===== src/inc/lvmix_pkg.sv =====
// Shared constants and types for the layered video mixer
package lvmix_pkg;

    // ------------------------------------------------------------
    // Stream geometry
    // ------------------------------------------------------------
    localparam int LAYERS  = 3;
    localparam int CHANS   = 3;
    localparam int CHAN_W  = 8;
    localparam int DATA_W  = CHANS * CHAN_W;
    localparam int ALPHA_W = 8;
    localparam int PAY_W   = DATA_W + 2;

    // Build-time option: alpha streams and blending
    localparam bit ALPHA_EN_DEF = 1'b1;

    // ------------------------------------------------------------
    // Control slave map (word offsets)
    // ------------------------------------------------------------
    localparam int OFS_W  = 4;
    localparam int CTRL_W = 32;
    localparam int CNT_W  = 16;

    localparam logic [OFS_W-1:0] OFS_CONTROL   = 4'h0;
    localparam logic [OFS_W-1:0] OFS_STATUS    = 4'h1;
    localparam logic [OFS_W-1:0] OFS_LAYER_EN  = 4'h2;
    localparam logic [OFS_W-1:0] OFS_PKT_COUNT = 4'h3;
    localparam logic [OFS_W-1:0] OFS_IDENT     = 4'h4;

    localparam int CTRL_GO_BIT    = 0;
    localparam int STATUS_RUN_BIT = 0;

    localparam logic [LAYERS-1:0] LAYER_EN_RST = 3'h7;
    localparam logic [CTRL_W-1:0] RD_ZERO      = 32'h0000_0000;
    // Arbitrary value, not tied to any maker
    localparam logic [CTRL_W-1:0] IDENT_VALUE  = 32'h0000_1234;

    localparam logic [ALPHA_W-1:0] ALPHA_FULL  = 8'hFF;

    // ------------------------------------------------------------
    // Sequencer states
    // ------------------------------------------------------------
    typedef enum logic [1:0] {
        st_idle = 2'b01,
        st_run  = 2'b10
    } lvmix_state_e;

endpackage


===== src/rtl/lvmix_skid.sv =====
// Two-entry output buffer with registered outputs
`timescale 1ns/1ps
module lvmix_skid (
    // Clock and reset
    input  wire logic                          clk,
    input  wire logic                          nrst,
    // Filling side
    input  wire logic [lvmix_pkg::PAY_W-1:0]   in_data,
    input  wire logic                          in_valid,
    output logic                               in_ready,
    // Draining side
    output logic      [lvmix_pkg::PAY_W-1:0]   out_data,
    output logic                               out_valid,
    input  wire logic                          out_ready
);

    logic [lvmix_pkg::PAY_W-1:0] head_ff, nxt_head;
    logic [lvmix_pkg::PAY_W-1:0] spare_ff, nxt_spare;
    logic                        head_v_ff, nxt_head_v;
    logic                        spare_v_ff, nxt_spare_v;
    logic                        push;
    logic                        pop;

    // ------------------------------------------------------------
    // Next state
    // ------------------------------------------------------------
    always_comb begin
        push        = in_valid && !spare_v_ff;
        pop         = head_v_ff && out_ready;
        nxt_head    = head_ff;
        nxt_head_v  = head_v_ff;
        nxt_spare   = spare_ff;
        nxt_spare_v = spare_v_ff;
        if (pop) begin
            if (spare_v_ff) begin
                nxt_head    = spare_ff;
                nxt_spare_v = 1'b0;
            end else if (push) begin
                nxt_head    = in_data;
            end else begin
                nxt_head_v  = 1'b0;
            end
        end else if (push) begin
            if (head_v_ff) begin
                nxt_spare   = in_data;
                nxt_spare_v = 1'b1;
            end else begin
                nxt_head    = in_data;
                nxt_head_v  = 1'b1;
            end
        end
    end

    always_ff @(posedge clk or negedge nrst) begin
        if (!nrst) begin
            head_ff    <= '0;
            spare_ff   <= '0;
            head_v_ff  <= 1'b0;
            spare_v_ff <= 1'b0;
        end else begin
            head_ff    <= nxt_head;
            spare_ff   <= nxt_spare;
            head_v_ff  <= nxt_head_v;
            spare_v_ff <= nxt_spare_v;
        end
    end

    assign in_ready  = !spare_v_ff;
    assign out_data  = head_ff;
    assign out_valid = head_v_ff;

endmodule


===== src/rtl/lvmix_top.sv =====
// Layered video mixer: per-layer stream inputs, blended output, control slave
`timescale 1ns/1ps
module lvmix_top #(
    parameter bit ALPHA_EN = lvmix_pkg::ALPHA_EN_DEF
) (
    // Clock and reset
    input  wire logic                           clk,
    input  wire logic                           nrst,
    // Layer pixel inputs
    input  wire logic [lvmix_pkg::DATA_W-1:0]   din_data   [lvmix_pkg::LAYERS],
    input  wire logic [lvmix_pkg::LAYERS-1:0]   din_valid,
    output logic      [lvmix_pkg::LAYERS-1:0]   din_ready,
    input  wire logic [lvmix_pkg::LAYERS-1:0]   din_sop,
    input  wire logic [lvmix_pkg::LAYERS-1:0]   din_eop,
    // Layer alpha inputs
    input  wire logic [lvmix_pkg::ALPHA_W-1:0]  alpha_data [lvmix_pkg::LAYERS],
    input  wire logic [lvmix_pkg::LAYERS-1:0]   alpha_valid,
    output logic      [lvmix_pkg::LAYERS-1:0]   alpha_ready,
    input  wire logic [lvmix_pkg::LAYERS-1:0]   alpha_sop,
    input  wire logic [lvmix_pkg::LAYERS-1:0]   alpha_eop,
    // Mixed output stream
    output logic      [lvmix_pkg::DATA_W-1:0]   dout_data,
    output logic                                dout_valid,
    input  wire logic                           dout_ready,
    output logic                                dout_sop,
    output logic                                dout_eop,
    // Control slave
    input  wire logic                           ctrl_select,
    input  wire logic [lvmix_pkg::OFS_W-1:0]    ctrl_word_offset,
    input  wire logic                           ctrl_wr_strobe,
    input  wire logic [lvmix_pkg::CTRL_W-1:0]   ctrl_wr_word,
    output logic      [lvmix_pkg::CTRL_W-1:0]   ctrl_rd_word
);

    localparam int L = lvmix_pkg::LAYERS;

    // ------------------------------------------------------------
    // Blend of one layer over the running result
    // ------------------------------------------------------------
    function automatic logic [lvmix_pkg::DATA_W-1:0] blend(
        input logic [lvmix_pkg::DATA_W-1:0]  base,
        input logic [lvmix_pkg::DATA_W-1:0]  top,
        input logic [lvmix_pkg::ALPHA_W-1:0] a
    );
        logic [lvmix_pkg::DATA_W-1:0] res;
        logic [2*lvmix_pkg::CHAN_W:0] sum;
        res = '0;
        sum = '0;
        for (int c = 0; c < lvmix_pkg::CHANS; c++) begin
            sum = (2*lvmix_pkg::CHAN_W+1)'(a * top[c*lvmix_pkg::CHAN_W +: lvmix_pkg::CHAN_W])
                + (2*lvmix_pkg::CHAN_W+1)'((lvmix_pkg::ALPHA_FULL - a)
                * base[c*lvmix_pkg::CHAN_W +: lvmix_pkg::CHAN_W]);
            res[c*lvmix_pkg::CHAN_W +: lvmix_pkg::CHAN_W] = sum[2*lvmix_pkg::CHAN_W-1:lvmix_pkg::CHAN_W];
        end
        return res;
    endfunction

    // ------------------------------------------------------------
    // Per-layer holding registers
    // ------------------------------------------------------------
    // Each layer is caught in its own register, so a word taken on one
    // input never waits on the others' valid; costs one idle cycle per word.
    logic [lvmix_pkg::DATA_W-1:0]  hold_d_ff  [L];
    logic [lvmix_pkg::DATA_W-1:0]  nxt_hold_d [L];
    logic [lvmix_pkg::ALPHA_W-1:0] hold_a_ff  [L];
    logic [lvmix_pkg::ALPHA_W-1:0] nxt_hold_a [L];
    logic [L-1:0]                  hold_v_ff, nxt_hold_v;
    logic [L-1:0]                  hold_av_ff, nxt_hold_av;
    logic                          hold_sop_ff, nxt_hold_sop;
    logic                          hold_eop_ff, nxt_hold_eop;
    logic [L-1:0]                  din_ready_ff, nxt_din_ready;
    logic [L-1:0]                  alpha_ready_ff, nxt_alpha_ready;

    // Sequencer and control state
    lvmix_pkg::lvmix_state_e       state_ff, nxt_state;
    logic                          go_ff, nxt_go;
    logic [L-1:0]                  layer_en_ff, nxt_layer_en;
    logic [lvmix_pkg::CNT_W-1:0]   pkt_count_ff, nxt_pkt_count;
    logic [lvmix_pkg::CTRL_W-1:0]  rd_word_ff, nxt_rd_word;

    // Mixing datapath
    logic                          all_full;
    logic                          fire;
    logic                          buf_push;
    logic                          buf_ready;
    logic [lvmix_pkg::DATA_W-1:0]  mix;
    logic [lvmix_pkg::PAY_W-1:0]   buf_out;

    // ------------------------------------------------------------
    // Mixing and sequencing
    // ------------------------------------------------------------
    always_comb begin
        all_full = hold_v_ff[0];
        for (int i = 1; i < L; i++) begin
            all_full = all_full && hold_v_ff[i] && (!ALPHA_EN || hold_av_ff[i]);
        end
        // Idle and stopped: inputs stall rather than drain
        fire = all_full && buf_ready && (state_ff == lvmix_pkg::st_run || go_ff);
        mix  = hold_d_ff[0];
        for (int i = 1; i < L; i++) begin
            if (layer_en_ff[i]) begin
                mix = ALPHA_EN ? blend(mix, hold_d_ff[i], hold_a_ff[i]) : hold_d_ff[i];
            end
        end
        buf_push      = 1'b0;
        nxt_state     = state_ff;
        nxt_pkt_count = pkt_count_ff;
        case (state_ff)
            lvmix_pkg::st_idle: begin
                // Words before a start marker are dropped to resynchronise
                if (fire && hold_sop_ff) begin
                    buf_push  = 1'b1;
                    nxt_state = hold_eop_ff ? lvmix_pkg::st_idle : lvmix_pkg::st_run;
                end
            end
            lvmix_pkg::st_run: begin
                if (fire) begin
                    buf_push = 1'b1;
                    if (hold_eop_ff) begin
                        nxt_state = lvmix_pkg::st_idle;
                    end
                end
            end
            default: nxt_state = lvmix_pkg::st_idle;
        endcase
        if (buf_push && hold_eop_ff) begin
            nxt_pkt_count = pkt_count_ff + 1'b1;
        end
    end

    always_comb begin
        nxt_hold_d      = hold_d_ff;
        nxt_hold_a      = hold_a_ff;
        nxt_hold_v      = hold_v_ff;
        nxt_hold_av     = hold_av_ff;
        nxt_hold_sop    = hold_sop_ff;
        nxt_hold_eop    = hold_eop_ff;
        nxt_alpha_ready = '0;
        for (int i = 0; i < L; i++) begin
            if (fire) begin
                nxt_hold_v[i]  = 1'b0;
                nxt_hold_av[i] = 1'b0;
            end
            if (din_valid[i] && din_ready_ff[i]) begin
                nxt_hold_d[i] = din_data[i];
                nxt_hold_v[i] = 1'b1;
                if (i == 0) begin
                    nxt_hold_sop = din_sop[0];
                    nxt_hold_eop = din_eop[0];
                end
            end
            if (i > 0 && ALPHA_EN && alpha_valid[i] && alpha_ready_ff[i]) begin
                nxt_hold_a[i]  = alpha_data[i];
                nxt_hold_av[i] = 1'b1;
            end
        end
        nxt_din_ready = ~nxt_hold_v;
        for (int i = 1; i < L; i++) begin
            nxt_alpha_ready[i] = ALPHA_EN && !nxt_hold_av[i];
        end
        // Background alpha is taken and thrown away
        nxt_alpha_ready[0] = ALPHA_EN;
    end

    // ------------------------------------------------------------
    // Control slave
    // ------------------------------------------------------------
    always_comb begin
        nxt_go       = go_ff;
        nxt_layer_en = layer_en_ff;
        nxt_rd_word  = rd_word_ff;
        if (ctrl_select) begin
            if (ctrl_wr_strobe) begin
                case (ctrl_word_offset)
                    lvmix_pkg::OFS_CONTROL:  nxt_go       = ctrl_wr_word[lvmix_pkg::CTRL_GO_BIT];
                    lvmix_pkg::OFS_LAYER_EN: nxt_layer_en = ctrl_wr_word[L-1:0];
                    default:                 nxt_go       = go_ff;
                endcase
            end else begin
                nxt_rd_word = lvmix_pkg::RD_ZERO;
                case (ctrl_word_offset)
                    lvmix_pkg::OFS_CONTROL:   nxt_rd_word[lvmix_pkg::CTRL_GO_BIT] = go_ff;
                    lvmix_pkg::OFS_STATUS:    nxt_rd_word[lvmix_pkg::STATUS_RUN_BIT] =
                                                  (state_ff == lvmix_pkg::st_run);
                    lvmix_pkg::OFS_LAYER_EN:  nxt_rd_word[L-1:0] = layer_en_ff;
                    lvmix_pkg::OFS_PKT_COUNT: nxt_rd_word[lvmix_pkg::CNT_W-1:0] = pkt_count_ff;
                    lvmix_pkg::OFS_IDENT:     nxt_rd_word = lvmix_pkg::IDENT_VALUE;
                    default:                  nxt_rd_word = lvmix_pkg::RD_ZERO;
                endcase
            end
        end
    end

    // ------------------------------------------------------------
    // Registers
    // ------------------------------------------------------------
    always_ff @(posedge clk or negedge nrst) begin
        if (!nrst) begin
            for (int i = 0; i < L; i++) begin
                hold_d_ff[i] <= '0;
                hold_a_ff[i] <= '0;
            end
            hold_v_ff      <= '0;
            hold_av_ff     <= '0;
            hold_sop_ff    <= 1'b0;
            hold_eop_ff    <= 1'b0;
            din_ready_ff   <= '0;
            alpha_ready_ff <= '0;
            state_ff       <= lvmix_pkg::st_idle;
            go_ff          <= 1'b0;
            layer_en_ff    <= lvmix_pkg::LAYER_EN_RST;
            pkt_count_ff   <= '0;
            rd_word_ff     <= lvmix_pkg::RD_ZERO;
        end else begin
            hold_d_ff      <= nxt_hold_d;
            hold_a_ff      <= nxt_hold_a;
            hold_v_ff      <= nxt_hold_v;
            hold_av_ff     <= nxt_hold_av;
            hold_sop_ff    <= nxt_hold_sop;
            hold_eop_ff    <= nxt_hold_eop;
            din_ready_ff   <= nxt_din_ready;
            alpha_ready_ff <= nxt_alpha_ready;
            state_ff       <= nxt_state;
            go_ff          <= nxt_go;
            layer_en_ff    <= nxt_layer_en;
            pkt_count_ff   <= nxt_pkt_count;
            rd_word_ff     <= nxt_rd_word;
        end
    end

    // ------------------------------------------------------------
    // Output buffer
    // ------------------------------------------------------------
    lvmix_skid u_skid (
        .clk       (clk),
        .nrst      (nrst),
        .in_data   ({hold_sop_ff && state_ff == lvmix_pkg::st_idle, hold_eop_ff, mix}),
        .in_valid  (buf_push),
        .in_ready  (buf_ready),
        .out_data  (buf_out),
        .out_valid (dout_valid),
        .out_ready (dout_ready)
    );

    assign dout_data    = buf_out[lvmix_pkg::DATA_W-1:0];
    assign dout_eop     = buf_out[lvmix_pkg::DATA_W];
    assign dout_sop     = buf_out[lvmix_pkg::DATA_W+1];
    assign din_ready    = din_ready_ff;
    assign alpha_ready  = alpha_ready_ff;
    assign ctrl_rd_word = rd_word_ff;
endmodule


===== config.mk =====
export PLATFORM = sky130hd
export DESIGN_NAME = lvmix_top
export DESIGN_NICKNAME = d
export VERILOG_FILES = /design/src/inc/lvmix_pkg.sv /design/src/rtl/lvmix_skid.sv /design/src/rtl/lvmix_top.sv
export SDC_FILE = /design/constraint.sdc
export NUM_CORES = 2
export LEC_CHECK = 0
export BUFFER_PORTS_ARGS = -buffer_cell sky130_fd_sc_hd__buf_2
export CORE_MARGIN = 10
export CORE_UTILIZATION = 55
export DETAILED_ROUTE_END_ITERATION = 12
export PLACE_DENSITY = 0.73
export REMOVE_ABC_BUFFERS = 1
export SYNTH_ARGS = -nofsm -noshare
export SYNTH_HDL_FRONTEND = slang
export SYNTH_SLANG_ARGS = --single-unit

===== constraint.sdc =====
create_clock -name clk -period 22.5 [get_ports clk]
set_input_delay 0 -clock clk [delete_from_list [all_inputs] [get_ports clk]]
set_output_delay 0 -clock clk [all_outputs]
set_load 0.1 [all_outputs]

==> run summary <==
The die area is 71200 sq um, and the netlist area before placement is 33500 sq um. The tools report the element type at the critical path start as a flop. The total of flip-flops plus latches after synthesis is 193. The number of core rows was 90. Commonest register cell after synthesis: dfrtp_1.

The share of the Yosys chip area taken by registers is 14.4%. The worst setup path is of the flop to flop kind. For the final setup violation count, the log shows 0.

The synthesized netlist contains 79 unique library cells. The clock transition at the registers of the reported paths came out at 80 ps. The cell taking the most area after synthesis was fa_1. Summing all multi-input logic gate instances after layout gives 25000 sq um.

The share of flip-flops with an asynchronous set or reset after synthesis is 100%, and the total global routing track utilization is 23.5%. The library cell used most frequently in the layout, excluding fill and tap cells, is inv_1. For the detailed placement HPWL, the log shows 59.4 mm. The relative slew slack came out at 21.8%.

The critical path required time is 22920 ps. In this run, synthesis inferred 0 flip-flops with an integrated enable. In this run the post-CTS setup repair buffer count came out at 0. Post-cts gate resize count: 0. From bottom edge to top edge, the die measures 267 um. The run gives 0 as the max-cap violation count.

Setup repair after global routing left no endpoint under its margin. Data arrives at the worst endpoint at 12370 ps. The final hold violation count is 0, and the violation count after the first detailed-route iteration is 1298.

The total number of yosys warnings is 0. The slew at the pin with the worst max-slew slack is 1140 ps. The portion of the clock cycle consumed by the worst path in the final layout is 53.1%, and the worst setup timing slack at the placement stage is 10670 ps.

Fill cell total of the finished layout: 5156. The clock latency on the worst-skew pair was 510 ps. Counting every sink on the clock net gives 193. The run gives 0 as the initial antenna violation count. The tree is rooted in a clkbuf_16. The remaining routing DRC violations was 0. For this design, the slowest cell found on the critical path is a31oi_2. The logs give 0 for the total inserted antenna cells and 0 for the aggregate global routing overflow.

The number of hold-repair buffers added at the cts stage is 105. During placement, the flow inserted port buffers numbering 155. The post-detailed-placement cell area was 34900 sq um; the fraction of final layout cells sized beyond drive strength 1 was 10.9%. The run finished with clean final reports. Leaving out fill and tap cells, the most frequent cells in the layout are inv_1, fa_1, ha_1, nand2_1, dfrtp_1. The tools report the max-slew violation count as 0. The achievable clock frequency was 83.7 MHz; the post-route setup TNS was 0 ps. The run gives 220 as the number of top-level pins.

The sequential cells in the finished layout cover a total of 4840 sq um. The die is 267 um wide. Compared with the post-synthesis result, the final layout area differs by 9.10%. TritonCTS built the clock tree.

The CTS buffer count came out at 17. The final route contains 24100 vias. The routed design could run at a clock period as short as 11950 ps. Routability-driven placement finished with a final weighted congestion of 0.862.

In the routed layout, each cell is associated on average with a via count of 5.29. By area the synthesized netlist is led by fa_1, dfrtp_1, ha_1, inv_1, mux2_2. For this run, the post-layout net count is 4850. Clock skew on the completed layout was measured at 16.6 ps. In the final routed layout, each cell accounts on average for 17.4 um. The logs give 36.1 ps for the final-layout worst hold slack and 60400 sq um for the area inside the core boundary. The path class of the lowest-slack min-delay path is input pin to async pin. After layout, the worst setup slack is 10550 ps.

The remaining antenna violation count after routing was 0; the highest fanout seen on the critical path was 49. The tools report the post-synthesis instance total as 3575. Most frequent cell on the critical path: fa_1. The first global-routing pass estimated 134 mm of wire. In this run the deepest clock path goes through 2 buffers.

In this design, the stage delay of the slowest critical-path cell is 700 ps. The tools report the area of all placed cells without fillers as 36600 sq um. The run gives 25800 as the number of global-route vias before repair. Pin count of the biggest net entering global routing: 76. Once the floorplan was initialized, standard cells occupied 55.5% of the core. Dividing the synthesized area by the synthesized cell count gives 9.38 sq um. For the first-pass detailed-route iteration total, the log shows 5.

The share of the synthesized area in the top cell type is 33.9%. Capturing element type of the critical path: a flop. The H-tree generated during clock tree synthesis spans 4 levels. The wire length after detailed routing is 79.0 mm.
-- area by class of cell --
type | count | area share [%]
clock buffer | 18 | 1.20
clock inverter | 14 | 0.397
inverter | 823 | 8.45
multi-input combinational | 2428 | 68.4
sequential | 193 | 13.2
tap | 782 | 2.67
timing repair buffer | 291 | 5.66
-- cells in the mapped netlist (5+ instances only) --
master	count
a211oi_1	12
a21o_1	19
a21oi_1	50
a22o_1	5
a22oi_1	11
a31oi_1	14
and2_1	182
and3_1	10
buf_1	10
buf_4	16
clkbuf_1	114
dfrtp_1	189
fa_1	568
ha_1	373
inv_1	823
mux2_2	110
mux2i_1	18
nand2_1	310
nand2b_1	77
nand3_1	12
nand4_1	11
nor2_1	170
nor2b_1	134
nor3_1	15
o211ai_1	5
o21a_1	8
o21ai_0	76
o21ai_1	5
o21bai_1	10
o22ai_1	7
or2_2	57
xnor2_1	49
xor2_1	15
-- worst max-delay path: cells and delay by family, from the launching register on --
family	cells	cell delay, ps
buffers and inverters	8	840
DFF	1	330
adders and majority gates	14	6500
and+or+nand+nor	6	1690
AOI/OAI and AO/OA	8	2500
-- stage by stage --
step	std cells	util [%]
2_1_floorplan	3444	-
3_3_place_gp	4412	57.9
3_5_place_dp	4412	57.9
4_1_cts	4549	60.6
5_1_grt	4549	60.6
6_report	4549	60.6
-- kinds of logic after synthesis --
group,after synthesis,share of synthesized area [%]
flops,193,14.4
buf+inv,969,11.1
compound gates,272,5.33
xor+xnor,66,1.81
simple gates,1004,15.2
mux,128,4.23
fa+ha+maj,941,47.8
other cells,2,0.0224
-- sequential cells by signal, indices dropped and copies added, names as in the netlist, 2 cells and up --
register and cells:
pkt_count_ff 16, hold_a_ff 16, din_ready 3, u_skid.out_data 26
alpha_ready 3, hold_v_ff 3, hold_d_ff 72, ctrl_rd_word 16
u_skid.spare_ff 26, state_ff 2, layer_en_ff 3, hold_av_ff 2
-- routing by layer --
| metal | vias to the layer above | GRT usage [%] | routed length [um] |
|---|---|---|---|
| met5 | - | 0 | 0 |
| met4 | 0 | 5.62 | 1220 |
| met3 | 70 | 3.93 | 4670 |
| met2 | 591 | 38.9 | 38000 |
| met1 | 12300 | 31.9 | 35200 |
| li1 | 11100 | - | - |
-- worst paths after layout --
path	endpoint	cells after the start	start	slack [ps]
setup reg to reg	u_skid.out_data[7]$_DFFE_PN0P_	36	hold_a_ff[14]$_DFFE_PN0P_	10550
setup / recovery	u_skid.out_data[7]$_DFFE_PN0P_	36	hold_a_ff[14]$_DFFE_PN0P_	10550
hold reg to reg	pkt_count_ff[15]$_DFFE_PN0P_	1	pkt_count_ff[15]$_DFFE_PN0P_	470
hold / removal	pkt_count_ff[7]$_DFFE_PN0P_	2	nrst	40
max in group asynchronous	hold_a_ff[5]$_DFFE_PN0P_	4	nrst	20270
min in group clk	layer_en_ff[2]$_DFFE_PN1P_	4	ctrl_wr_strobe	40
Power is left out: the tool's default activity adds up to more than one toggle a clock period on the data nets, which glitch-free logic cannot reach.
